**src/common/vdi_pkg.sv**
```systemverilog
/*
  Constants, register layout and carrier types for the virtual deactivate block.
  Assumes a single 25 MHz clock and a plain same-clock register port.
*/
package vdi_pkg;

  // Register port
  localparam int unsigned ADDR_W = 8;
  localparam int unsigned DATA_W = 32;

  // Register offsets
  localparam logic [7:0] OFF_IDENT = 8'h00;
  localparam logic [7:0] OFF_DEACT = 8'h04;
  localparam logic [7:0] OFF_VCTRL = 8'h08;
  localparam logic [7:0] OFF_HCTRL = 8'h0c;
  localparam logic [7:0] OFF_LR_BASE = 8'h10;
  localparam logic [1:0] WORD_ALIGN = 2'h0;

  // List entries
  localparam int unsigned NUM_LR = 4;
  localparam int unsigned LR_IDX_W = 2;
  localparam logic [7:0] LR_SPAN = 8'h10;
  localparam int unsigned VCTRL_SPLIT_BIT = 0;

  // List entry states
  localparam logic [1:0] LR_INVALID = 2'h0;
  localparam logic [1:0] LR_PENDING = 2'h1;
  localparam logic [1:0] LR_ACTIVE = 2'h2;
  localparam logic [1:0] LR_ACT_PEND = 2'h3;

  // Identification layout
  typedef struct packed {
    logic [11:0] product_identifier;
    logic [3:0] arch_version;
    logic [3:0] revision;
    logic [11:0] implementer;
  } vdi_ident_t;

  // Identity values are arbitrary
  localparam vdi_ident_t IDENT_VALUE = '{
    product_identifier: 12'h0a5,
    arch_version: 4'h1,
    revision: 4'h0,
    implementer: 12'h5a5
  };

  // Deactivate write layout
  typedef struct packed {
    logic [18:0] rsvd;
    logic [2:0] source_processor_number;
    logic [9:0] interrupt_identifier;
  } vdi_deact_t;

  // List entry layout
  typedef struct packed {
    logic hardware_backed_flag;
    logic rsvd_hi;
    logic [1:0] state;
    logic [7:0] rsvd_lo;
    logic [9:0] physical_id;
    logic [9:0] virtual_id;
  } vdi_lr_t;

  // Hypervisor control layout
  typedef struct packed {
    logic [4:0] unmatched_completion_tally;
    logic [25:0] rsvd;
    logic maint_enable;
  } vdi_hctrl_t;

  // Request to the physical distributor
  typedef struct packed {
    logic [9:0] physical_id;
    logic [2:0] source_processor_number;
    logic nonsecure;
  } vdi_dist_req_t;

  localparam logic [4:0] TALLY_STEP = 5'h01;

endpackage : vdi_pkg

```
**src/rtl/vdi_deactivate.sv**
```systemverilog
/*
  Virtual interface identification and deactivate logic with list entries.
  Assumes a same-clock register master and a distributor taking one-cycle requests.
*/
// What this block does
// - Identification word: product 31:20, version 19:16, revision 15:12, implementer 11:0.
// - Deactivate write: identifier bits 9:0, processor number 12:10, 31:13 reserved.
// - Matching active entry goes invalid; active-and-pending entry goes pending.
// - Unmatched identifier increments the tally, which can raise maintenance.
// - Hardware-backed match sends distributor deactivate with the entry's physical identifier.
// - Forwarded request is non-secure; distributor ignores it for Group 0.
// - Deactivation goes by identifier in any order, one register for both groups.
`timescale 1ns/100ps
module vdi_deactivate (
  // Clock and reset
  input wire logic clk,
  input wire logic srst,
  // Register port
  input wire logic [vdi_pkg::ADDR_W-1:0] reg_addr,
  input wire logic [vdi_pkg::DATA_W-1:0] reg_wdata,
  input wire logic reg_wr,
  input wire logic reg_rd,
  output logic [vdi_pkg::DATA_W-1:0] reg_rdata,
  // Distributor request
  output logic dist_req_valid,
  output vdi_pkg::vdi_dist_req_t dist_req,
  // Maintenance level
  output logic maint_level
);

  // Address match on one word
  function automatic logic addr_is(input logic [vdi_pkg::ADDR_W-1:0] addr,
                                   input logic [vdi_pkg::ADDR_W-1:0] off);
    addr_is = (addr == off);
  endfunction : addr_is

  // List entry decode: {hit, index}
  function automatic logic [vdi_pkg::LR_IDX_W:0] lr_decode(
      input logic [vdi_pkg::ADDR_W-1:0] addr);
    logic [vdi_pkg::ADDR_W-1:0] rel;
    rel = addr - vdi_pkg::OFF_LR_BASE;
    lr_decode[vdi_pkg::LR_IDX_W] = (addr >= vdi_pkg::OFF_LR_BASE) &&
                                   (rel < vdi_pkg::LR_SPAN) &&
                                   (addr[1:0] == vdi_pkg::WORD_ALIGN);
    lr_decode[vdi_pkg::LR_IDX_W-1:0] = rel[vdi_pkg::LR_IDX_W+1:2];
  endfunction : lr_decode

  // Registers
  vdi_pkg::vdi_lr_t lr_ff [vdi_pkg::NUM_LR];
  vdi_pkg::vdi_lr_t nxt_lr [vdi_pkg::NUM_LR];
  logic split_ff;
  logic nxt_split;
  vdi_pkg::vdi_hctrl_t hctrl_ff;
  vdi_pkg::vdi_hctrl_t nxt_hctrl;
  logic [vdi_pkg::DATA_W-1:0] rdata_ff;
  logic [vdi_pkg::DATA_W-1:0] nxt_rdata;
  logic req_valid_ff;
  logic nxt_req_valid;
  vdi_pkg::vdi_dist_req_t req_ff;
  vdi_pkg::vdi_dist_req_t nxt_req;
  logic maint_ff;
  logic nxt_maint;

  // Decode and match
  vdi_pkg::vdi_deact_t deact_word;
  logic [vdi_pkg::LR_IDX_W:0] lr_dec;
  logic deact_wr;
  logic hit;
  logic [vdi_pkg::LR_IDX_W-1:0] hit_idx;

  assign deact_word = vdi_pkg::vdi_deact_t'(reg_wdata);
  assign lr_dec = lr_decode(reg_addr);
  // Deactivate taken only in split mode
  assign deact_wr = reg_wr && addr_is(reg_addr, vdi_pkg::OFF_DEACT) && split_ff;

  // Search every live entry by identifier, lowest index wins
  always_comb begin
    hit = 1'b0;
    hit_idx = '0;
    for (int i = vdi_pkg::NUM_LR - 1; i >= 0; i--) begin
      if (lr_ff[i].state != vdi_pkg::LR_INVALID &&
          lr_ff[i].virtual_id == deact_word.interrupt_identifier) begin
        hit = 1'b1;
        hit_idx = vdi_pkg::LR_IDX_W'(i);
      end
    end
  end

  // Read data, valid only in the cycle after the strobe
  always_comb begin
    nxt_rdata = '0;
    if (reg_rd) begin
      if (addr_is(reg_addr, vdi_pkg::OFF_IDENT)) begin
        nxt_rdata = vdi_pkg::IDENT_VALUE;
      end else if (addr_is(reg_addr, vdi_pkg::OFF_VCTRL)) begin
        nxt_rdata[vdi_pkg::VCTRL_SPLIT_BIT] = split_ff;
      end else if (addr_is(reg_addr, vdi_pkg::OFF_HCTRL)) begin
        nxt_rdata = hctrl_ff;
      end else if (lr_dec[vdi_pkg::LR_IDX_W]) begin
        nxt_rdata = lr_ff[lr_dec[vdi_pkg::LR_IDX_W-1:0]];
      end
    end
  end

  // Register writes and deactivate effects
  always_comb begin
    nxt_lr = lr_ff;
    nxt_split = split_ff;
    nxt_hctrl = hctrl_ff;
    nxt_req_valid = 1'b0;
    nxt_req = req_ff;
    // Identification and deactivate words store nothing
    if (reg_wr && lr_dec[vdi_pkg::LR_IDX_W]) begin
      nxt_lr[lr_dec[vdi_pkg::LR_IDX_W-1:0]] = vdi_pkg::vdi_lr_t'(reg_wdata);
    end
    if (reg_wr && addr_is(reg_addr, vdi_pkg::OFF_VCTRL)) begin
      nxt_split = reg_wdata[vdi_pkg::VCTRL_SPLIT_BIT];
    end
    if (reg_wr && addr_is(reg_addr, vdi_pkg::OFF_HCTRL)) begin
      nxt_hctrl = vdi_pkg::vdi_hctrl_t'(reg_wdata);
    end
    if (deact_wr && hit) begin
      unique case (lr_ff[hit_idx].state)
        vdi_pkg::LR_ACTIVE: begin
          nxt_lr[hit_idx].state = vdi_pkg::LR_INVALID;
        end
        vdi_pkg::LR_ACT_PEND: begin
          nxt_lr[hit_idx].state = vdi_pkg::LR_PENDING;
        end
        default: begin
          // Pending-only entry left as it is
          nxt_lr[hit_idx].state = lr_ff[hit_idx].state;
        end
      endcase
      if (lr_ff[hit_idx].hardware_backed_flag) begin
        nxt_req_valid = 1'b1;
        nxt_req.physical_id = lr_ff[hit_idx].physical_id;
        nxt_req.source_processor_number = deact_word.source_processor_number;
        nxt_req.nonsecure = 1'b1;
      end
    end
    // Increment adds onto the tally of a same-cycle control write
    if (deact_wr && !hit) begin
      nxt_hctrl.unmatched_completion_tally =
        nxt_hctrl.unmatched_completion_tally + vdi_pkg::TALLY_STEP;
    end
    nxt_maint = nxt_hctrl.maint_enable &&
                (nxt_hctrl.unmatched_completion_tally != '0);
  end

  always_ff @(posedge clk) begin
    if (srst) begin
      for (int i = 0; i < vdi_pkg::NUM_LR; i++) begin
        lr_ff[i] <= '0;
      end
      split_ff <= 1'b0;
      hctrl_ff <= '0;
      rdata_ff <= '0;
      req_valid_ff <= 1'b0;
      req_ff <= '0;
      maint_ff <= 1'b0;
    end else begin
      lr_ff <= nxt_lr;
      split_ff <= nxt_split;
      hctrl_ff <= nxt_hctrl;
      rdata_ff <= nxt_rdata;
      req_valid_ff <= nxt_req_valid;
      req_ff <= nxt_req;
      maint_ff <= nxt_maint;
    end
  end

  assign reg_rdata = rdata_ff;
  assign dist_req_valid = req_valid_ff;
  assign dist_req = req_ff;
  assign maint_level = maint_ff;

  // Identification readback
  chk_ident_readback: assert property (
    @(posedge clk) disable iff (srst)
    reg_rd && addr_is(reg_addr, vdi_pkg::OFF_IDENT)
    |=> reg_rdata == vdi_pkg::IDENT_VALUE
  ) else $error("identification word wrong");

  // Write-only deactivate word reads as zero
  chk_deact_reads_zero: assert property (
    @(posedge clk) disable iff (srst)
    reg_rd && addr_is(reg_addr, vdi_pkg::OFF_DEACT)
    |=> reg_rdata == '0
  ) else $error("deactivate word not read as zero");

  // Tally moves exactly when no entry matched the identifier field
  chk_id_field_match: assert property (
    @(posedge clk) disable iff (srst)
    deact_wr
    |=> (hctrl_ff.unmatched_completion_tally !=
         $past(hctrl_ff.unmatched_completion_tally)) == !$past(hit)
  ) else $error("identifier match and tally disagree");

  // Active entry retires
  chk_active_retire: assert property (
    @(posedge clk) disable iff (srst)
    deact_wr && hit && lr_ff[hit_idx].state == vdi_pkg::LR_ACTIVE
    |=> lr_ff[$past(hit_idx)].state == vdi_pkg::LR_INVALID
  ) else $error("active entry not made invalid");

  // Active-and-pending falls back to pending
  chk_act_pend_drop: assert property (
    @(posedge clk) disable iff (srst)
    deact_wr && hit && lr_ff[hit_idx].state == vdi_pkg::LR_ACT_PEND
    |=> lr_ff[$past(hit_idx)].state == vdi_pkg::LR_PENDING
  ) else $error("active and pending entry not made pending");

  // Unmatched completion counted by one
  chk_tally_step: assert property (
    @(posedge clk) disable iff (srst)
    deact_wr && !hit
    |=> hctrl_ff.unmatched_completion_tally ==
        5'($past(hctrl_ff.unmatched_completion_tally) + vdi_pkg::TALLY_STEP)
  ) else $error("tally not incremented");

  // Hardware-backed entry forwards its physical identifier
  chk_hw_forward: assert property (
    @(posedge clk) disable iff (srst)
    deact_wr && hit && lr_ff[hit_idx].hardware_backed_flag
    |=> dist_req_valid && dist_req.physical_id == $past(lr_ff[hit_idx].physical_id)
        ##1 dist_req_valid == $past(deact_wr && hit && lr_ff[hit_idx].hardware_backed_flag)
  ) else $error("distributor deactivate missing or wrong");

  // No request without a hardware-backed match
  chk_no_spurious_req: assert property (
    @(posedge clk) disable iff (srst)
    dist_req_valid |-> $past(deact_wr && hit && lr_ff[hit_idx].hardware_backed_flag)
  ) else $error("spurious distributor request");

  // Forwarded request always non-secure
  chk_req_nonsecure: assert property (
    @(posedge clk) disable iff (srst)
    dist_req_valid |-> dist_req.nonsecure
  ) else $error("forwarded request not non-secure");

  // Split mode off: deactivate word has no effect
  chk_split_gate: assert property (
    @(posedge clk) disable iff (srst)
    reg_wr && addr_is(reg_addr, vdi_pkg::OFF_DEACT) && !split_ff
    |=> !dist_req_valid && $stable(hctrl_ff.unmatched_completion_tally)
  ) else $error("deactivate acted on with split mode off");

  // Read data stands only after a read strobe
  chk_rdata_idle: assert property (
    @(posedge clk) disable iff (srst)
    !reg_rd |=> reg_rdata == '0
  ) else $error("read data present without a read");

  // Maintenance level follows enable and a non-zero tally
  chk_maint_level: assert property (
    @(posedge clk) disable iff (srst)
    maint_level == (hctrl_ff.maint_enable && hctrl_ff.unmatched_completion_tally != '0)
  ) else $error("maintenance level wrong");

  // Forwarded request carries the written processor number
  chk_req_processor: assert property (
    @(posedge clk) disable iff (srst)
    deact_wr && hit && lr_ff[hit_idx].hardware_backed_flag
    |=> dist_req.source_processor_number == $past(deact_word.source_processor_number)
  ) else $error("forwarded processor number wrong");

  // Unmatched deactivate forwards nothing
  chk_unmatched_quiet: assert property (
    @(posedge clk) disable iff (srst)
    deact_wr && !hit |=> !dist_req_valid
  ) else $error("request sent for an unmatched identifier");

  // Selected entry is live and carries the written identifier
  chk_match_entry: assert property (
    @(posedge clk) disable iff (srst)
    deact_wr && hit
    |-> lr_ff[hit_idx].state != vdi_pkg::LR_INVALID &&
        lr_ff[hit_idx].virtual_id == deact_word.interrupt_identifier
  ) else $error("deactivate matched a wrong entry");

  // Request word holds between pulses
  chk_req_holds: assert property (
    @(posedge clk) disable iff (srst)
    !dist_req_valid |-> $stable(dist_req)
  ) else $error("request word changed without a pulse");

  // Deactivate word stores nothing into control state
  chk_deact_no_store: assert property (
    @(posedge clk) disable iff (srst)
    reg_wr && addr_is(reg_addr, vdi_pkg::OFF_DEACT)
    |=> $stable(split_ff) && $stable(hctrl_ff.maint_enable)
  ) else $error("deactivate write changed control state");

  // Entry word lands as written, physical identifier included
  chk_entry_store: assert property (
    @(posedge clk) disable iff (srst)
    reg_wr && lr_dec[vdi_pkg::LR_IDX_W]
    |=> lr_ff[$past(lr_dec[vdi_pkg::LR_IDX_W-1:0])] == $past(reg_wdata)
  ) else $error("entry write not stored");

endmodule : vdi_deactivate

```
**config.mk**
```make
export PLATFORM = sky130hd
export DESIGN_NAME = vdi_deactivate
export DESIGN_NICKNAME = d
export VERILOG_FILES = /design/src/common/vdi_pkg.sv /design/src/rtl/vdi_deactivate.sv
export SDC_FILE = /design/constraint.sdc
export NUM_CORES = 1
export LEC_CHECK = 0
export ABC_AREA = 1
export BUFFER_PORTS_ARGS = -buffer_cell sky130_fd_sc_hd__buf_2
export CAP_MARGIN = 5
export CORE_UTILIZATION = 42
export CTS_BUF_LIST = sky130_fd_sc_hd__clkbuf_8
export CTS_CLUSTER_SIZE = 16
export DETAILED_ROUTE_END_ITERATION = 6
export GPL_TIMING_DRIVEN = 1
export PLACE_DENSITY = 0.65
export SLEW_MARGIN = 15
export SYNTH_ARGS = -nofsm -noshare
export SYNTH_HDL_FRONTEND = slang
export SYNTH_SLANG_ARGS = --single-unit
```
**constraint.sdc**
```tcl
create_clock -name clk -period 2.1 [get_ports clk]
set_input_delay 0.42 -clock clk [delete_from_list [all_inputs] [get_ports clk]]
set_output_delay 0.42 -clock clk [all_outputs]
set_load 0.02 [all_outputs]
```
==> results.cfg <==
[run_status]
outcome = completed

[floorplan]
die_x_um = 153.3
io_pins = 92
coreArea_um2 = 22160
initial_core_util_pct = 43.37
rows = 54
die_h_um = 153.3
die_area_um2 = 23490

[yosys]
ys_ff_latch = 209
ys_warn_count = 0
synthFlopType = dfxtp_1
synth_cells = 1411
synth_area_leaders = dfxtp_1, nand2_1, nor2_1, o21ai_0, a21oi_1
synth_area_um2 = 9610
syn-num-nets = 1456
yosysUniqueCellTypes = 43
yosysMostFrequentCell = nand2_1
yosysTopAreaCell = dfxtp_1
synth-edff-count = 0
synth_area_per_cell_um2 = 6.811
synth_common_cells = nand2_1, nor2_1, dfxtp_1, o21ai_0, a21oi_1
yosys.area.top_type_share_pct = 43.54
yosysSeqAreaShare_pct = 43.54
synth_async_sr_flop_share_pct = 0

[route]
first_pass_iters = 5
num_vias = 9884
ant_nets = 0
drtIter0Drc = 824
wl_per_cell_um = 17.29
vias_per_cell = 5.213
drt_wl_total_um = 32780
drc = 0

[worst_hold_path]
min-delay-start = reg_wdata[26]
hold_end = lr_ff[90]
hp-class = in2reg
whs_path_depth = 3

[global_routing]
grt_pass1_vias = 9070
grtUsageTotal_pct = 27.88
grt_pass1_wl_um = 50940
antenna_found_initial = 0
grt_max_degree = 129
overflow = 0

[placement]
io_buffers = 91
place_ws_ns = -0.2324
dp_hpwl_um = 22680
gp_congestion = 0.9399

[worst_setup_path]
cp_max_fo = 6
r2r-end = dist_req[2]
ff2ff_setup_slack_ns = 0.16
reg2regPathDepth = 16
cp_data_required_time_ns = 2.55
worstPathArrival_ns = 2.39
start_kind = flop
crit_type = reg2reg
endpoint_kind = flop
r2r-start = lr_ff[73]

[timing]
worstMarginPinSlew_ns = 0.5336
timing.fmax_mhz = 514.7
post-route-period-util_pct = 92.52
hold_viol = 0
timing.final.ws_setup_ns = 0.1570
finalSetupViolations = 0
slew_headroom_pct = 64.42
slew_viol_final = 0
skew_ns = 0.02778
min_period_ns = 1.943
worst_hold_slack_ns = 0.1530

[cells_and_area]
drive_gt1_share_pct = 21.72
synthToLayoutAreaGrowth_pct = 25.83
final-seq-area_um2 = 4200
multi_input_comb_area_um2 = 4721
diodes = 0
fin_util_pct = 54.57
nFillCells = 2179
final_nets = 1635

[clocking]
cts-root-buf = clkbuf_8
cts_htree_levels = 2
clk_path_buf_depth = 3
clk_latency_ns = 0.56
cts.clk_slew.worst_paths_ns = 0.06
cts_tree = built
cts_num_sinks = 209
cts_made_buffers = 37

[power]
total_power_mw = 8.530
peakVddDrop_mv = 0.3697
power_density_nw_per_um2 = 705.3
p_leak_nw = 5.376

[job]
cap_violations = 0
## placed cells by master, fill, tap and decap left out, types with 2 or more instances in the layout
master / netlist / final
o22ai_1: 23 / 23
o2111ai_1: 9 / 9
nand2_1: 278 / 269
buf_4: 5 / 120
nand2_4: 2 / 5
nor3_1: 21 / 19
xor2_1: 3 / 2
clkinv_1: 3 / 3
nand3_1: 32 / 29
dfxtp_2: 0 / 13
nand2_2: 6 / 12
o21ai_1: 8 / 9
a2111oi_0: 2 / 2
o211ai_1: 8 / 8
xnor2_1: 11 / 9
nor2_1: 245 / 235
nand3b_1: 3 / 3
inv_1: 114 / 118
o311a_1: 3 / 3
o21ai_0: 176 / 175
inv_2: 10 / 14
clkinv_2: 0 / 5
nor3_2: 1 / 3
a31oi_1: 7 / 7
nor2_2: 3 / 12
nand3_2: 4 / 6
dfxtp_1: 209 / 196
a22oi_1: 6 / 6
a21oi_1: 124 / 124
and2_1: 2 / 2
xnor2_2: 0 / 2
clkbuf_8: 0 / 48
nand4_1: 6 / 6
buf_12: 0 / 10
buf_2: 12 / 91
## logic make-up after synthesis
kind of cell	after synthesis	share of synthesized area [%]
AO/OA/AOI/OAI	372	20.96
XOR/XNOR	14	1.276
adder cells (fa/ha/maj)	1	0.1302
buffers and inverters	209	8.619
flip-flops	209	43.54
AND/OR/NAND/NOR	606	25.48
## state kept, by name, indices dropped and copies added (netlist names), named ones only
register and cells:
dist_req 14, dist_req_valid 1, hctrl_ff 32, lr_ff 127
maint_level 1, reg_rdata 32, split_ff 1
## layout make-up
type                       instances  share of cell area [%]
multi-input combinational        993                   39.04
sequential                       209                   34.73
timing repair buffer             221                   12.87
clock buffer                      48                   5.463
inverter                         128                   4.004
tap                              280                   2.897
clock inverter                    17                  0.9933
## per-stage QoR
stage / instance area, um^2 / TNS, ns / instances
finish: 12090 / 0 / 1896
global route: 12090 / -0.09686 / 1896
CTS: 11960 / 0 / 1895
detailed placement: 11170 / -3.899 / 1830
global placement: 11170 / -3.839 / 1830
floorplan: 9610 / 0 / 1411
## worst max-delay path by stage
| stage | startpoint | endpoint |
|---|---|---|
| 2_1_floorplan | reg_addr[3] | maint_level |
| 3_3_place_gp | reg_wdata[9] | dist_req[11] |
| 3_5_place_dp | reg_wdata[9] | maint_level |
| 4_1_cts | lr_ff[28] | maint_level |
| 5_1_grt | lr_ff[71] | dist_req[7] |
| 6_report | lr_ff[73] | dist_req[2] |
## report_power, final
part	internal [mW]	total [mW]	switching, mW
clock network	2.19	3.97	1.78
registers	3.97	3.98	0.00487
logic	0.199	0.579	0.380
total	6.37	8.53	2.16
## metal layers
metal | wire length (um) | up-vias | GRT usage [%]
met3 | 2607 | 63 | 5.841
met5 | 0 | - | 0
met1 | 15770 | 4479 | 40.32
li1 | - | 4961 | -
met2 | 13670 | 381 | 41.03
met4 | 729 | 0 | 8.850
## worst max-delay path, cell delays in order, from the launching register on
cell      delay [ns]
dfxtp_1         0.32
inv_2           0.09
nor2_1          0.05
nor2_1          0.13
nand2_1         0.09
nor2_2          0.09
nand3_2         0.10
buf_4           0.17
clkinv_1        0.08
nand2_4         0.07
nand2_4         0.10
nand2_2         0.06
nand3_2         0.07
nand2_4         0.08
buf_4           0.17
a21oi_1         0.13
nor2_1          0.06
## timing repair
item                                    4_1_cts  5_1_grt
pin swaps                                     0       14
buffers inserted                              0        1
hold buffers                                  0        0
gates cloned                                  0        0
gates resized for setup                       2       47
endpoints found under the setup margin        1       19
(Power assumes the default switching activity.)
